`src/module_power_sleep_control_defs.vh`:
```
// Purpose: shared constants of the power, reset and sleep control block
// Assumes: 50 MHz system clock, millisecond tick as the slow time base
// Notes:   times are kept in their own unit; tick counts derive from them
`ifndef MODULE_POWER_SLEEP_CONTROL_DEFS_VH
`define MODULE_POWER_SLEEP_CONTROL_DEFS_VH

// clock and time base
`define CLK_MHZ              50
`define TICK_US              1000
`define TICK_CYCLES          (`CLK_MHZ * `TICK_US)
`define TICK_CNT_W           16

// input glitch filter, set in nanoseconds and used in system clock cycles
`define FILTER_NS            320
`define FILTER_CYCLES        ((`FILTER_NS * `CLK_MHZ + 999) / 1000)

// times in milliseconds
`define POWER_ON_HOLD_MS     1000
`define POWER_OFF_HOLD_MS    4000
`define KEY_TO_DPLUS_MS      7000
`define OFF_TO_DPLUS_LOW_MS  4000
`define RESET_MAX_LOW_MS     1000
`define WAKE_HOLD_MS         1000
`define HOST_WAKE_MS         1000
`define LAMP_PERIOD_MS       2000
`define LAMP_STEP_MS         100

// derived tick counts
`define MS_TICKS(ms)         (((ms) * 1000) / `TICK_US)
`define MS_CNT_W             13

// power states
`define PWR_OFF              2'h0
`define PWR_BOOT             2'h1
`define PWR_RUN              2'h2
`define PWR_HALT             2'h3

// network status codes for the lamp
`define NET_NO_SERVICE       2'h0
`define NET_REGISTERED       2'h1
`define NET_DIALUP           2'h2

`endif

```
`src/input_filter.v`:
```
// Purpose: two-flop synchroniser followed by a stability filter
// Assumes: input is asynchronous to clock
// Notes:   output changes only after FILTER_LEN equal synchronised samples
`timescale 1ns/10ps
`default_nettype none
module input_filter #(
  parameter       FILTER_LEN = 16,
  parameter [0:0] IDLE_LEVEL = 1'b1
) (
  // clock and reset
  input  wire clock,
  input  wire rst_n,
  // pin and filtered level
  input  wire pin_in,
  output reg  level
);

  reg       sync_a;
  reg       sync_b;
  reg [7:0] stable_cnt;

  // sync_a is read by sync_b only
  always @(posedge clock) begin
    if (!rst_n) begin
      sync_a     <= IDLE_LEVEL;
      sync_b     <= IDLE_LEVEL;
      stable_cnt <= 8'h00;
      level      <= IDLE_LEVEL;
    end else begin
      sync_a <= pin_in;
      sync_b <= sync_a;
      if (sync_b == level) begin
        stable_cnt <= 8'h00;
      end else if (stable_cnt == FILTER_LEN[7:0] - 8'h01) begin
        stable_cnt <= 8'h00;
        level      <= sync_b;
      end else begin
        stable_cnt <= stable_cnt + 8'h01;
      end
    end
  end

endmodule // input_filter
`default_nettype wire

```
`src/module_power_sleep_control.v`:
```
// Purpose: power key, hardware reset, sleep, host wake and status lamp logic
// Assumes: pins are asynchronous; sleep and wake requests come from core logic
// Notes:   all hold and pulse timing runs from a millisecond tick enable
`timescale 1ns/10ps
`default_nettype none
`include "module_power_sleep_control_defs.vh"

// Operation
// - key low at least 1 s while off starts power-on boot.
// - key low at least 4 s while on performs power-off.
// - D+ rises about 7 s after a valid power-on request.
// - D+ falls as soon as a power-off request is valid; power stays on 4 s more.
// - reset low pulse resets hardware, restarts boot, emits startup report.
// - reset held low over 1 s powers the module off instead.
// - sleep inhibit reads low when floating; low permits sleep.
// - sleep inhibit high prevents entering sleep.
// - sleep inhibit high for 1 s wakes a sleeping module.
// - awake output high when awake, low when sleeping.
// - host wake output signals the host to wake up.
// - host wake pulse is 1 s high, then idle low.
// - no service lamp: low 0.1, high 0.1, low 0.1, high 1.7 s.
// - registered lamp: low 0.1 s, high 1.9 s.
// - dial-up connected lamp held continuously low.
module module_power_sleep_control #(
  parameter TICK_CYCLES = `TICK_CYCLES
) (
  // clock and reset
  input  wire       clock,
  input  wire       rst_n,
  // host control pins
  input  wire       power_key_n,
  input  wire       hw_reset_n,
  input  wire       sleep_inhibit,
  // core logic requests
  input  wire       sleep_request,
  input  wire       host_wake_request,
  input  wire [1:0] net_status,
  // power and link state
  output reg        power_on,
  output reg        core_reset,
  output reg        usb_dplus,
  output reg        startup_report,
  // sleep and indicators
  output reg        awake,
  output reg        host_wake_out,
  output reg        status_lamp_out
);

  // integer counts first, then cut to the counter widths on purpose
  localparam integer ON_HOLD_TICKS    = `MS_TICKS(`POWER_ON_HOLD_MS);
  localparam integer OFF_HOLD_TICKS   = `MS_TICKS(`POWER_OFF_HOLD_MS);
  localparam integer BOOT_TICKS       = `MS_TICKS(`KEY_TO_DPLUS_MS);
  localparam integer HALT_TICKS       = `MS_TICKS(`OFF_TO_DPLUS_LOW_MS);
  localparam integer RESET_MAX_TICKS  = `MS_TICKS(`RESET_MAX_LOW_MS);
  localparam integer WAKE_HOLD_TICKS  = `MS_TICKS(`WAKE_HOLD_MS);
  localparam integer HWAKE_TICKS      = `MS_TICKS(`HOST_WAKE_MS);
  localparam integer LAMP_LAST_TICKS  = `MS_TICKS(`LAMP_PERIOD_MS) - 1;
  localparam integer STEP_TICKS       = `MS_TICKS(`LAMP_STEP_MS);
  localparam integer TICK_LAST_CYCLES = TICK_CYCLES - 1;

  localparam [`MS_CNT_W-1:0] ON_HOLD    = ON_HOLD_TICKS[`MS_CNT_W-1:0];
  localparam [`MS_CNT_W-1:0] OFF_HOLD   = OFF_HOLD_TICKS[`MS_CNT_W-1:0];
  localparam [`MS_CNT_W-1:0] BOOT_TIME  = BOOT_TICKS[`MS_CNT_W-1:0];
  localparam [`MS_CNT_W-1:0] HALT_TIME  = HALT_TICKS[`MS_CNT_W-1:0];
  localparam [`MS_CNT_W-1:0] RESET_MAX  = RESET_MAX_TICKS[`MS_CNT_W-1:0];
  localparam [`MS_CNT_W-1:0] WAKE_HOLD  = WAKE_HOLD_TICKS[`MS_CNT_W-1:0];
  localparam [`MS_CNT_W-1:0] HWAKE_TIME = HWAKE_TICKS[`MS_CNT_W-1:0];
  localparam [`MS_CNT_W-1:0] LAMP_LAST  = LAMP_LAST_TICKS[`MS_CNT_W-1:0];
  localparam [`MS_CNT_W-1:0] STEP       = STEP_TICKS[`MS_CNT_W-1:0];
  localparam [`TICK_CNT_W-1:0] TICK_LAST = TICK_LAST_CYCLES[`TICK_CNT_W-1:0];

  // saturating increment shared by every millisecond counter
  function [`MS_CNT_W-1:0] sat_inc;
    input [`MS_CNT_W-1:0] value;
    begin
      if (&value)
        sat_inc = value;
      else
        sat_inc = value + {{(`MS_CNT_W-1){1'b0}}, 1'b1};
    end
  endfunction

  // filtered pin levels
  wire key_level;
  wire reset_level;
  wire inhibit_level;

  input_filter #(
    .FILTER_LEN (`FILTER_CYCLES),
    .IDLE_LEVEL (1'b1)
  ) key_filter (
    .clock  (clock),
    .rst_n  (rst_n),
    .pin_in (power_key_n),
    .level  (key_level)
  );

  input_filter #(
    .FILTER_LEN (`FILTER_CYCLES),
    .IDLE_LEVEL (1'b1)
  ) reset_filter (
    .clock  (clock),
    .rst_n  (rst_n),
    .pin_in (hw_reset_n),
    .level  (reset_level)
  );

  // idle low matches the pin's pull-down, so sleep is permitted by default
  input_filter #(
    .FILTER_LEN (`FILTER_CYCLES),
    .IDLE_LEVEL (1'b0)
  ) inhibit_filter (
    .clock  (clock),
    .rst_n  (rst_n),
    .pin_in (sleep_inhibit),
    .level  (inhibit_level)
  );

  // millisecond tick
  reg [`TICK_CNT_W-1:0] tick_cnt;
  reg                   tick;

  always @(posedge clock) begin
    if (!rst_n) begin
      tick_cnt <= {`TICK_CNT_W{1'b0}};
      tick     <= 1'b0;
    end else if (tick_cnt == TICK_LAST) begin
      tick_cnt <= {`TICK_CNT_W{1'b0}};
      tick     <= 1'b1;
    end else begin
      tick_cnt <= tick_cnt + {{(`TICK_CNT_W-1){1'b0}}, 1'b1};
      tick     <= 1'b0;
    end
  end

  // key hold measurement; fires once per press
  reg [`MS_CNT_W-1:0] key_ms;
  reg                 key_fired;
  reg [1:0]           state;
  wire [`MS_CNT_W-1:0] key_need = (state == `PWR_OFF) ? ON_HOLD : OFF_HOLD;
  wire key_event = !key_level && !key_fired && tick &&
                   (sat_inc(key_ms) >= key_need);

  always @(posedge clock) begin
    if (!rst_n) begin
      key_ms    <= {`MS_CNT_W{1'b0}};
      key_fired <= 1'b0;
    end else if (key_level) begin
      // a short press simply clears the count
      key_ms    <= {`MS_CNT_W{1'b0}};
      key_fired <= 1'b0;
    end else begin
      if (tick)
        key_ms <= sat_inc(key_ms);
      if (key_event)
        key_fired <= 1'b1;
    end
  end

  // hardware reset low time
  reg [`MS_CNT_W-1:0] rst_ms;
  reg                 reset_prev;
  wire reset_release = reset_level && !reset_prev;
  wire reset_too_long = !reset_level && (rst_ms >= RESET_MAX);

  always @(posedge clock) begin
    if (!rst_n) begin
      rst_ms     <= {`MS_CNT_W{1'b0}};
      reset_prev <= 1'b1;
    end else begin
      reset_prev <= reset_level;
      if (reset_level)
        rst_ms <= {`MS_CNT_W{1'b0}};
      else if (tick)
        rst_ms <= sat_inc(rst_ms);
    end
  end

  // power state machine
  reg [1:0]           next_state;
  reg [`MS_CNT_W-1:0] pwr_ms;
  reg                 reset_cut;

  always @* begin
    next_state = state;
    case (state)
      `PWR_OFF: begin
        if (key_event)
          next_state = `PWR_BOOT;
      end
      `PWR_BOOT: begin
        if (reset_too_long)
          next_state = `PWR_OFF;
        else if (key_event)
          next_state = `PWR_HALT;
        else if (reset_level && pwr_ms >= BOOT_TIME)
          next_state = `PWR_RUN;
      end
      `PWR_RUN: begin
        if (reset_too_long)
          next_state = `PWR_OFF;
        else if (reset_release && !reset_cut)
          next_state = `PWR_BOOT;
        else if (key_event)
          next_state = `PWR_HALT;
      end
      `PWR_HALT: begin
        if (pwr_ms >= HALT_TIME)
          next_state = `PWR_OFF;
      end
      default: next_state = `PWR_OFF;
    endcase
  end

  always @(posedge clock) begin
    if (!rst_n) begin
      state          <= `PWR_OFF;
      pwr_ms         <= {`MS_CNT_W{1'b0}};
      reset_cut      <= 1'b0;
      power_on       <= 1'b0;
      core_reset     <= 1'b1;
      usb_dplus      <= 1'b0;
      startup_report <= 1'b0;
    end else begin
      state <= next_state;
      if (next_state != state)
        pwr_ms <= {`MS_CNT_W{1'b0}};
      else if (tick)
        pwr_ms <= sat_inc(pwr_ms);
      // a reset that ran past the limit must not reboot on release
      if (reset_too_long)
        reset_cut <= 1'b1;
      else if (reset_level)
        reset_cut <= 1'b0;
      // boot restart after a reset release also goes through BOOT
      if (state == `PWR_BOOT && reset_release && !reset_cut)
        pwr_ms <= {`MS_CNT_W{1'b0}};
      power_on   <= (next_state != `PWR_OFF);
      core_reset <= (next_state == `PWR_OFF) || !reset_level;
      usb_dplus  <= (next_state == `PWR_RUN) && reset_level;
      startup_report <= (state == `PWR_BOOT) &&
                        (next_state == `PWR_RUN);
    end
  end

  // sleep control
  reg [`MS_CNT_W-1:0] wake_ms;
  wire running = (state == `PWR_RUN) && reset_level;

  always @(posedge clock) begin
    if (!rst_n) begin
      awake   <= 1'b0;
      wake_ms <= {`MS_CNT_W{1'b0}};
    end else begin
      if (!inhibit_level)
        wake_ms <= {`MS_CNT_W{1'b0}};
      else if (tick)
        wake_ms <= sat_inc(wake_ms);
      if (state == `PWR_OFF) begin
        awake <= 1'b0;
      end else if (!running) begin
        awake <= 1'b1;
      end else if (awake) begin
        if (sleep_request && !inhibit_level)
          awake <= 1'b0;
      end else if (wake_ms >= WAKE_HOLD) begin
        awake <= 1'b1;
      end
    end
  end

  // host wake pulse; a request during a pulse is absorbed by it
  reg [`MS_CNT_W-1:0] hwake_ms;

  always @(posedge clock) begin
    if (!rst_n) begin
      host_wake_out <= 1'b0;
      hwake_ms      <= {`MS_CNT_W{1'b0}};
    end else if (!running) begin
      host_wake_out <= 1'b0;
      hwake_ms      <= {`MS_CNT_W{1'b0}};
    end else if (host_wake_out) begin
      if (tick)
        hwake_ms <= sat_inc(hwake_ms);
      if (tick && sat_inc(hwake_ms) >= HWAKE_TIME)
        host_wake_out <= 1'b0;
    end else if (host_wake_request) begin
      host_wake_out <= 1'b1;
      hwake_ms      <= {`MS_CNT_W{1'b0}};
    end
  end

  // status lamp; high is dark since the pin sinks current
  reg [`MS_CNT_W-1:0] lamp_ms;
  reg                 next_lamp;

  always @* begin
    case (net_status)
      `NET_NO_SERVICE:
        next_lamp = !(lamp_ms < STEP ||
                      (lamp_ms >= 2 * STEP && lamp_ms < 3 * STEP));
      `NET_REGISTERED:
        next_lamp = !(lamp_ms < STEP);
      `NET_DIALUP:
        next_lamp = 1'b0;
      default:
        next_lamp = 1'b1;
    endcase
    if (state == `PWR_OFF)
      next_lamp = 1'b1;
  end

  always @(posedge clock) begin
    if (!rst_n) begin
      lamp_ms         <= {`MS_CNT_W{1'b0}};
      status_lamp_out <= 1'b1;
    end else begin
      if (state == `PWR_OFF)
        lamp_ms <= {`MS_CNT_W{1'b0}};
      else if (tick)
        lamp_ms <= (lamp_ms >= LAMP_LAST) ? {`MS_CNT_W{1'b0}}
                                          : sat_inc(lamp_ms);
      status_lamp_out <= next_lamp;
    end
  end

endmodule // module_power_sleep_control
`default_nettype wire

```
`config.mk`:
```
export PLATFORM = sky130hd
export DESIGN_NAME = module_power_sleep_control
export DESIGN_NICKNAME = d
export VERILOG_FILES = /design/src/input_filter.v /design/src/module_power_sleep_control.v
export VERILOG_INCLUDE_DIRS = /design/src
export SDC_FILE = /design/constraint.sdc
export NUM_CORES = 1
export LEC_CHECK = 0
export BUFFER_PORTS_ARGS = -buffer_cell sky130_fd_sc_hd__buf_2
export CORE_AREA = 5 5 118 120
export DETAILED_ROUTE_END_ITERATION = 8
export DIE_AREA = 0 0 123 125
export HOLD_SLACK_MARGIN = 0.12
export PLACE_DENSITY = 0.71
export SETUP_SLACK_MARGIN = 0.1
export SYNTH_ARGS = -nofsm -noshare
export SYNTH_HDL_FRONTEND = slang
export SYNTH_HIERARCHICAL = 1
export SYNTH_SLANG_ARGS = --single-unit
export TNS_END_PERCENT = 10
```
`constraint.sdc`:
```
create_clock -name clock -period 9.2 [get_ports clock]
set_input_delay 0.92 -clock clock [delete_from_list [all_inputs] [get_ports clock]]
set_output_delay 0.92 -clock clock [all_outputs]
set_load 0.02 [all_outputs]
```
### Yosys cells after proc, flatten, opt, wreduce, memory -nomap -nowiden

Cells that the tools add are included.

* logic and storage cells: 160
* input port bits: 9
* output and inout port bits: 7
* flip-flop bits (word level): 140

* equality and inequality tests: 16
* reductions and logical operators: 55
* $lt $le $gt $ge: 10
* mux-type cells: 31
* add/subtract/negate cells: 10
* bitwise logic cells: 7

Operators by type and width (number)
* 13-bit two-way mux: 10
* 13-bit by 1-bit adder with 13-bit output, second input constant: 6
* 13-bit AND reduction: 6
* 13-bit by 10-bit >= comparator with 1-bit output, second input constant: 3
* 8-bit by 1-bit adder with 8-bit output, second input constant: 3
* 8-bit by 4-bit == test with 1-bit output, second input constant: 3
* 2-bit AND reduction: 10
* 16-bit by 1-bit adder with 16-bit output, second input constant: 1
* 16-bit == test, second input constant: 1
* 2-bit two-way mux: 8
* 1-bit logical AND: 15
* 13-bit by 11-bit >= comparator with 1-bit output, second input constant: 1
* 13-bit by 12-bit >= comparator with 1-bit output: 1
* 13-bit by 12-bit >= comparator with 1-bit output, second input constant: 1
* 13-bit >= comparator, second input constant: 1
* 13-bit by 8-bit >= comparator with 1-bit output, second input constant: 1
* 13-bit by 7-bit < comparator with 1-bit output, second input constant: 1
* 13-bit by 9-bit < comparator with 1-bit output, second input constant: 1
* 12-bit two-way mux: 1
* 3-bit OR reduction: 4
* 1-bit two-way mux: 10
* 2-bit == test, second input constant: 4
* 1-bit logical NOT: 8
* 2-bit case mux with 4 select lines: 1
* 11 further kinds: 28

### Longest topological paths before layout

* depth after elaboration: 10
* depth in mapped cells: 15
* gate-level depth less buffers: 13

### Hierarchy

The synthesis kept the hierarchy.

Modules (own cells, without submodules)
* module_power_sleep_control: times used 1, cells an instance 666, area each 5444.0 µm², sequential area each 2142.1 µm²
* input_filter (key_filter ...): times used 2, cells an instance 48, area each 447.9 µm², sequential area each 220.2 µm²
* input_filter (inhibit_filter): times used 1, cells an instance 49, area each 447.9 µm², sequential area each 220.2 µm²

### Least setup slack after synthesis

No wires, ideal clock.

* path kind: reg2reg
* start: register key_ms[0]
* end: register pwr_ms[10]
* period minus slack after synthesis: 3.746 ns
* setup slack: 5.454 ns
* setup time: 0.130 ns
* stages on the path, launching flop included: 16
* required time: 9.070 ns
* buffers on the path: 2
* arrival time: 3.616 ns
* path through: dfxtp_1 ha_1 buf_2 nand4_1 or4_2 and2_1 nor2b_1 xnor2_1 ha_1 nand4b_1 a2bb2oi_1 o311a_1 a2111oi_4 o32a_2 buf_6 nor3_1

* word-level cells in the longest chain between the ends: 10
* elaborated cells on any way between the ends: 14
* those cells by class: add/sub (1); order compare (1); eq/ne (1); mux (8); reduce/logical (3)

Ends and longest elaborated chain
* start, declared: RTL line module_power_sleep_control.v:137 `` reg [`MS_CNT_W-1:0] key_ms; ``
* start signal, assigned: RTL line module_power_sleep_control.v:146 `` key_ms <= {`MS_CNT_W{1'b0}}; ``
* start signal, assigned: RTL line module_power_sleep_control.v:150 `` key_ms <= {`MS_CNT_W{1'b0}}; ``
* start signal, assigned: RTL line module_power_sleep_control.v:154 `key_ms <= sat_inc(key_ms);`
* 13-bit by 1-bit adder with 13-bit output / 13-bit AND reduction (equally long branches): RTL line module_power_sleep_control.v:79, module_power_sleep_control.v:76
* 13-bit two-way mux (*): RTL line module_power_sleep_control.v:76 `if (&value)`
* 13-bit by 12-bit >= comparator with 1-bit output (*): RTL line module_power_sleep_control.v:142 `(sat_inc(key_ms) >= key_need);`
* 1-bit logical AND (*): RTL line module_power_sleep_control.v:141 `wire key_event = !key_level && !key_fired && tick &&`
* 2-bit two-way mux: RTL line module_power_sleep_control.v:204 `else if (key_event)`
* 2-bit two-way mux: RTL line module_power_sleep_control.v:202 `else if (reset_release && !reset_cut)`
* 2-bit two-way mux: RTL line module_power_sleep_control.v:200 `if (reset_too_long)`
* 2-bit case mux with 4 select lines (*): RTL line module_power_sleep_control.v:186 `case (state)`
* 2-bit inequality test (*): RTL line module_power_sleep_control.v:226 `if (next_state != state)`
* 3-bit OR reduction (no source line) (*)
* end signal, assigned: RTL line module_power_sleep_control.v:227 `` pwr_ms <= {`MS_CNT_W{1'b0}}; ``
* end signal, assigned: RTL line module_power_sleep_control.v:229 `pwr_ms <= sat_inc(pwr_ms);`
* end signal, assigned: RTL line module_power_sleep_control.v:237 `` pwr_ms <= {`MS_CNT_W{1'b0}}; ``
* end, declared: RTL line module_power_sleep_control.v:181 `` reg [`MS_CNT_W-1:0] pwr_ms; ``

Mark *: on every way between the ends. The rest lies on a longest branch, timed or not.
A chain may end at the register's enable or synchronous reset.

### Worst setup path in the final report

* start: register key_ms[0]
* end: register pwr_ms[8]

Same word-level chain as after synthesis.

==> impl_metrics.ini <==
[worst_setup_path]
r2r_setup_slack_ps = 5020
path_class = reg2reg
crit_arrival_ps = 4460
worstPathMaxFanout = 13
worst_ep_required_time_ps = 9480
startpoint_type = flip-flop
end_kind = flip-flop

[clocking]
cts_repair_resize_count = 0
hold_buffers = 0
cts_buffer_depth = 2
root_buffer = clkbuf_16
clk_latency_ps = 410
clock_sink_count = 140
post_cts_buffers = 0
cts_tree = done
numCtsBuffers = 17
path_clk_slew_ps = 60
cts_max_level = 4

[synth]
yosys.area.top_type = dfxtp_1
syn_inst = 811
yosysWarningCount = 6
synthFlopType = dfxtp_1
synth_area_mm2 = 0.00679
synthArstFlopShare = 0
synth.avg_cell_area_um2 = 8.37
syn_nets = 838
synth_edf_count = 0
synthTopCellsByCount = dfxtp_1 (140), nor2_1 (121), nand2_1 (60)
yosysTopAreaCellShare = 0.413
synth_area_leaders = dfxtp_1 (41%), nor2_1 (6.7%), xor2_1 (5.5%)
synth_seq_cells = 140
yosysSeqAreaShare = 0.413
synth_most_common_cell = dfxtp_1
synth_cell_types = 66

[cells_and_area]
final_nets = 843
drive_gt1_frac = 0.0798
area_growth_pct = 11.5
n_antenna_cell = 0
final_util = 0.588
fillers = 1128

[run]
maxCapViolCount = 0

[timing]
fin_setup_tns_ps = 0
finalCritPeriodShare = 0.454
fin_skew_ps = 7.41
holdWs_ps = 410
finalHoldViolCount = 0
relSlewSlack = 0.509
slew_viol_final = 0
tightestPinTransition_ps = 734
max_freq_mhz = 239
min_period_ps = 4180
setup_violations = 0
rsz0062_at_grt = no

[drt]
drtAntennaViolNets = 0
firstDrtPassIters = 5
drtIter0Drc = 397
post_drt_wl_per_cell_um = 13.5
via_per_inst = 5.66
via_count = 5675
drc = 0
routed_wl_um = 13500

[pwr]
p_leak_nw = 2.52
clkPwrFrac = 0.532
ir_drop_v = 0.000153
p_sw_mw = 0.249
powerDensity_mw_per_mm2 = 176
p_int_mw = 1.08
sequentialPowerShare = 0.459
swShare = 0.187
p_comb_frac = 0.010

[floorplanning]
die_x_um = 123
core_area_mm2 = 0.0129
fp.dieH_um = 125
num_rows = 42
ios = 16
initial_utilization = 0.527
die_area_mm2 = 0.0154

[outcome]
status = finished clean

[global_route]
grt_pass1_vias = 5266
grt_overflow = 0
globalRouteTotalUtil = 0.181
antenna_found_initial = 0
grt_start_max_net_pins = 27
grt_pass1_wl_um = 23300

[placed_design]
gp_congestion = 0.914
place_hpwl_um = 9250
io_buffer_count = 15

[worst_hold_path]
min_path_type = reg2reg
kinds of logic (layout without fill, tap and decap cells):
kind of cell | count (synthesis) | after routing | share of synthesized area
compound gates | 144 | 144 | 0.140
xor+xnor | 78 | 78 | 0.101
fa+ha+maj | 18 | 18 | 0.0332
buf+inv | 58 | 74 | 0.0354
flops | 140 | 140 | 0.413
mux | 2 | 2 | 0.00295
simple gates | 371 | 371 | 0.275
stage by stage:
| step | setup slack, ps | power [mW] | cell area [um^2] | instances |
|---|---|---|---|---|
| 3_5_place_dp | 5040 | 0.637 | 6960 | 973 |
| 6_report | 5020 | 1.33 | 7570 | 1003 |
| 4_1_cts | 5050 | 1.35 | 7570 | 1003 |
| 5_1_grt | 4780 | 1.38 | 7570 | 1003 |
| 3_3_place_gp | 5150 | 0.636 | 6960 | 973 |
| 2_1_floorplan | 5450 | 0.631 | 6790 | 811 |
worst paths after layout:
path / from / to / depth (start not counted)
setup reg to reg: key_ms[0] / pwr_ms[8] / 13
hold / removal: reset_filter/sync_a / reset_filter/sync_b / 1
hold reg to reg: reset_filter/sync_a / reset_filter/sync_b / 1
setup / recovery: key_ms[0] / pwr_ms[8] / 13
layout by cell type, fill, tap and decap left out, types with 3 or more instances in the layout:
| master | count |
|---|---|
| xnor2_1 | 35 |
| nand3_1 | 44 |
| and3_1 | 17 |
| nand2_1 | 60 |
| o211ai_1 | 7 |
| bufinv_16 | 4 |
| or3_2 | 3 |
| nor3b_1 | 4 |
| or3_1 | 11 |
| nor3_1 | 27 |
| dfxtp_1 | 140 |
| nor4_1 | 7 |
| a21o_1 | 4 |
| nand4_1 | 26 |
| and4_1 | 5 |
| a211oi_1 | 3 |
| nor4b_1 | 3 |
| clkinv_2 | 4 |
| o31ai_1 | 4 |
| a311oi_1 | 7 |
| clkbuf_8 | 3 |
| xor2_1 | 43 |
| a21oi_1 | 51 |
| inv_1 | 28 |
| a211o_1 | 3 |
| or4_4 | 3 |
| buf_2 | 15 |
| a31oi_1 | 8 |
| and2_1 | 8 |
| ha_1 | 18 |
| nand2b_1 | 13 |
| clkbuf_16 | 17 |
| nand4b_1 | 4 |
| o21ai_0 | 34 |
| nor2_1 | 121 |
worst max-delay path: stages (launching register included):
cell       delay, ps
dfxtp_1          440
ha_1             340
nand4_1          220
or4_2            720
and2_1           230
nor2b_1          160
xnor2_1          130
ha_1             280
nand4b_1          90
a2bb2oi_1        140
o311a_1          380
a2111oi_4        420
o32a_2           390
nor3_1           100
power groups by stage:
stage | registers, mW | clock network [mW] | logic (mW)
CTS | 0.611 | 0.723 | 0.0130
detailed placement | 0.624 | 0 | 0.0129
global route | 0.611 | 0.751 | 0.0144
global placement | 0.624 | 0 | 0.0125
finish | 0.611 | 0.709 | 0.0127
floorplan | 0.624 | 0 | 0.00780
flip-flops by register name (all words and copies together), names as in the netlist, 2 cells and up:
register	flops
pwr_ms	13
hwake_ms	13
lamp_ms	13
key_filter/stable_cnt	8
key_ms	13
inhibit_filter/stable_cnt	8
rst_ms	13
wake_ms	13
tick_cnt	16
state	2
reset_filter/stable_cnt	8
routing by layer:
metal,track usage,vias up,part of all wire
met3,0.0533,19,0.046
met4,0.0495,0,0.012
met2,0.296,124,0.48
met5,0,-,0
met1,0.232,2655,0.46
li1,-,2877,-
cell type report:
| class | count | area [um^2] | share of cell area |
|---|---|---|---|
| clock buffer | 22 | 474 | 0.0626 |
| multi-input combinational | 613 | 3740 | 0.495 |
| inverter | 28 | 105 | 0.0139 |
| timing repair buffer | 16 | 82.6 | 0.0109 |
| clock inverter | 8 | 140 | 0.0185 |
| tap | 176 | 220 | 0.0291 |
| sequential | 140 | 2800 | 0.370 |
(Power assumes the default switching activity.)
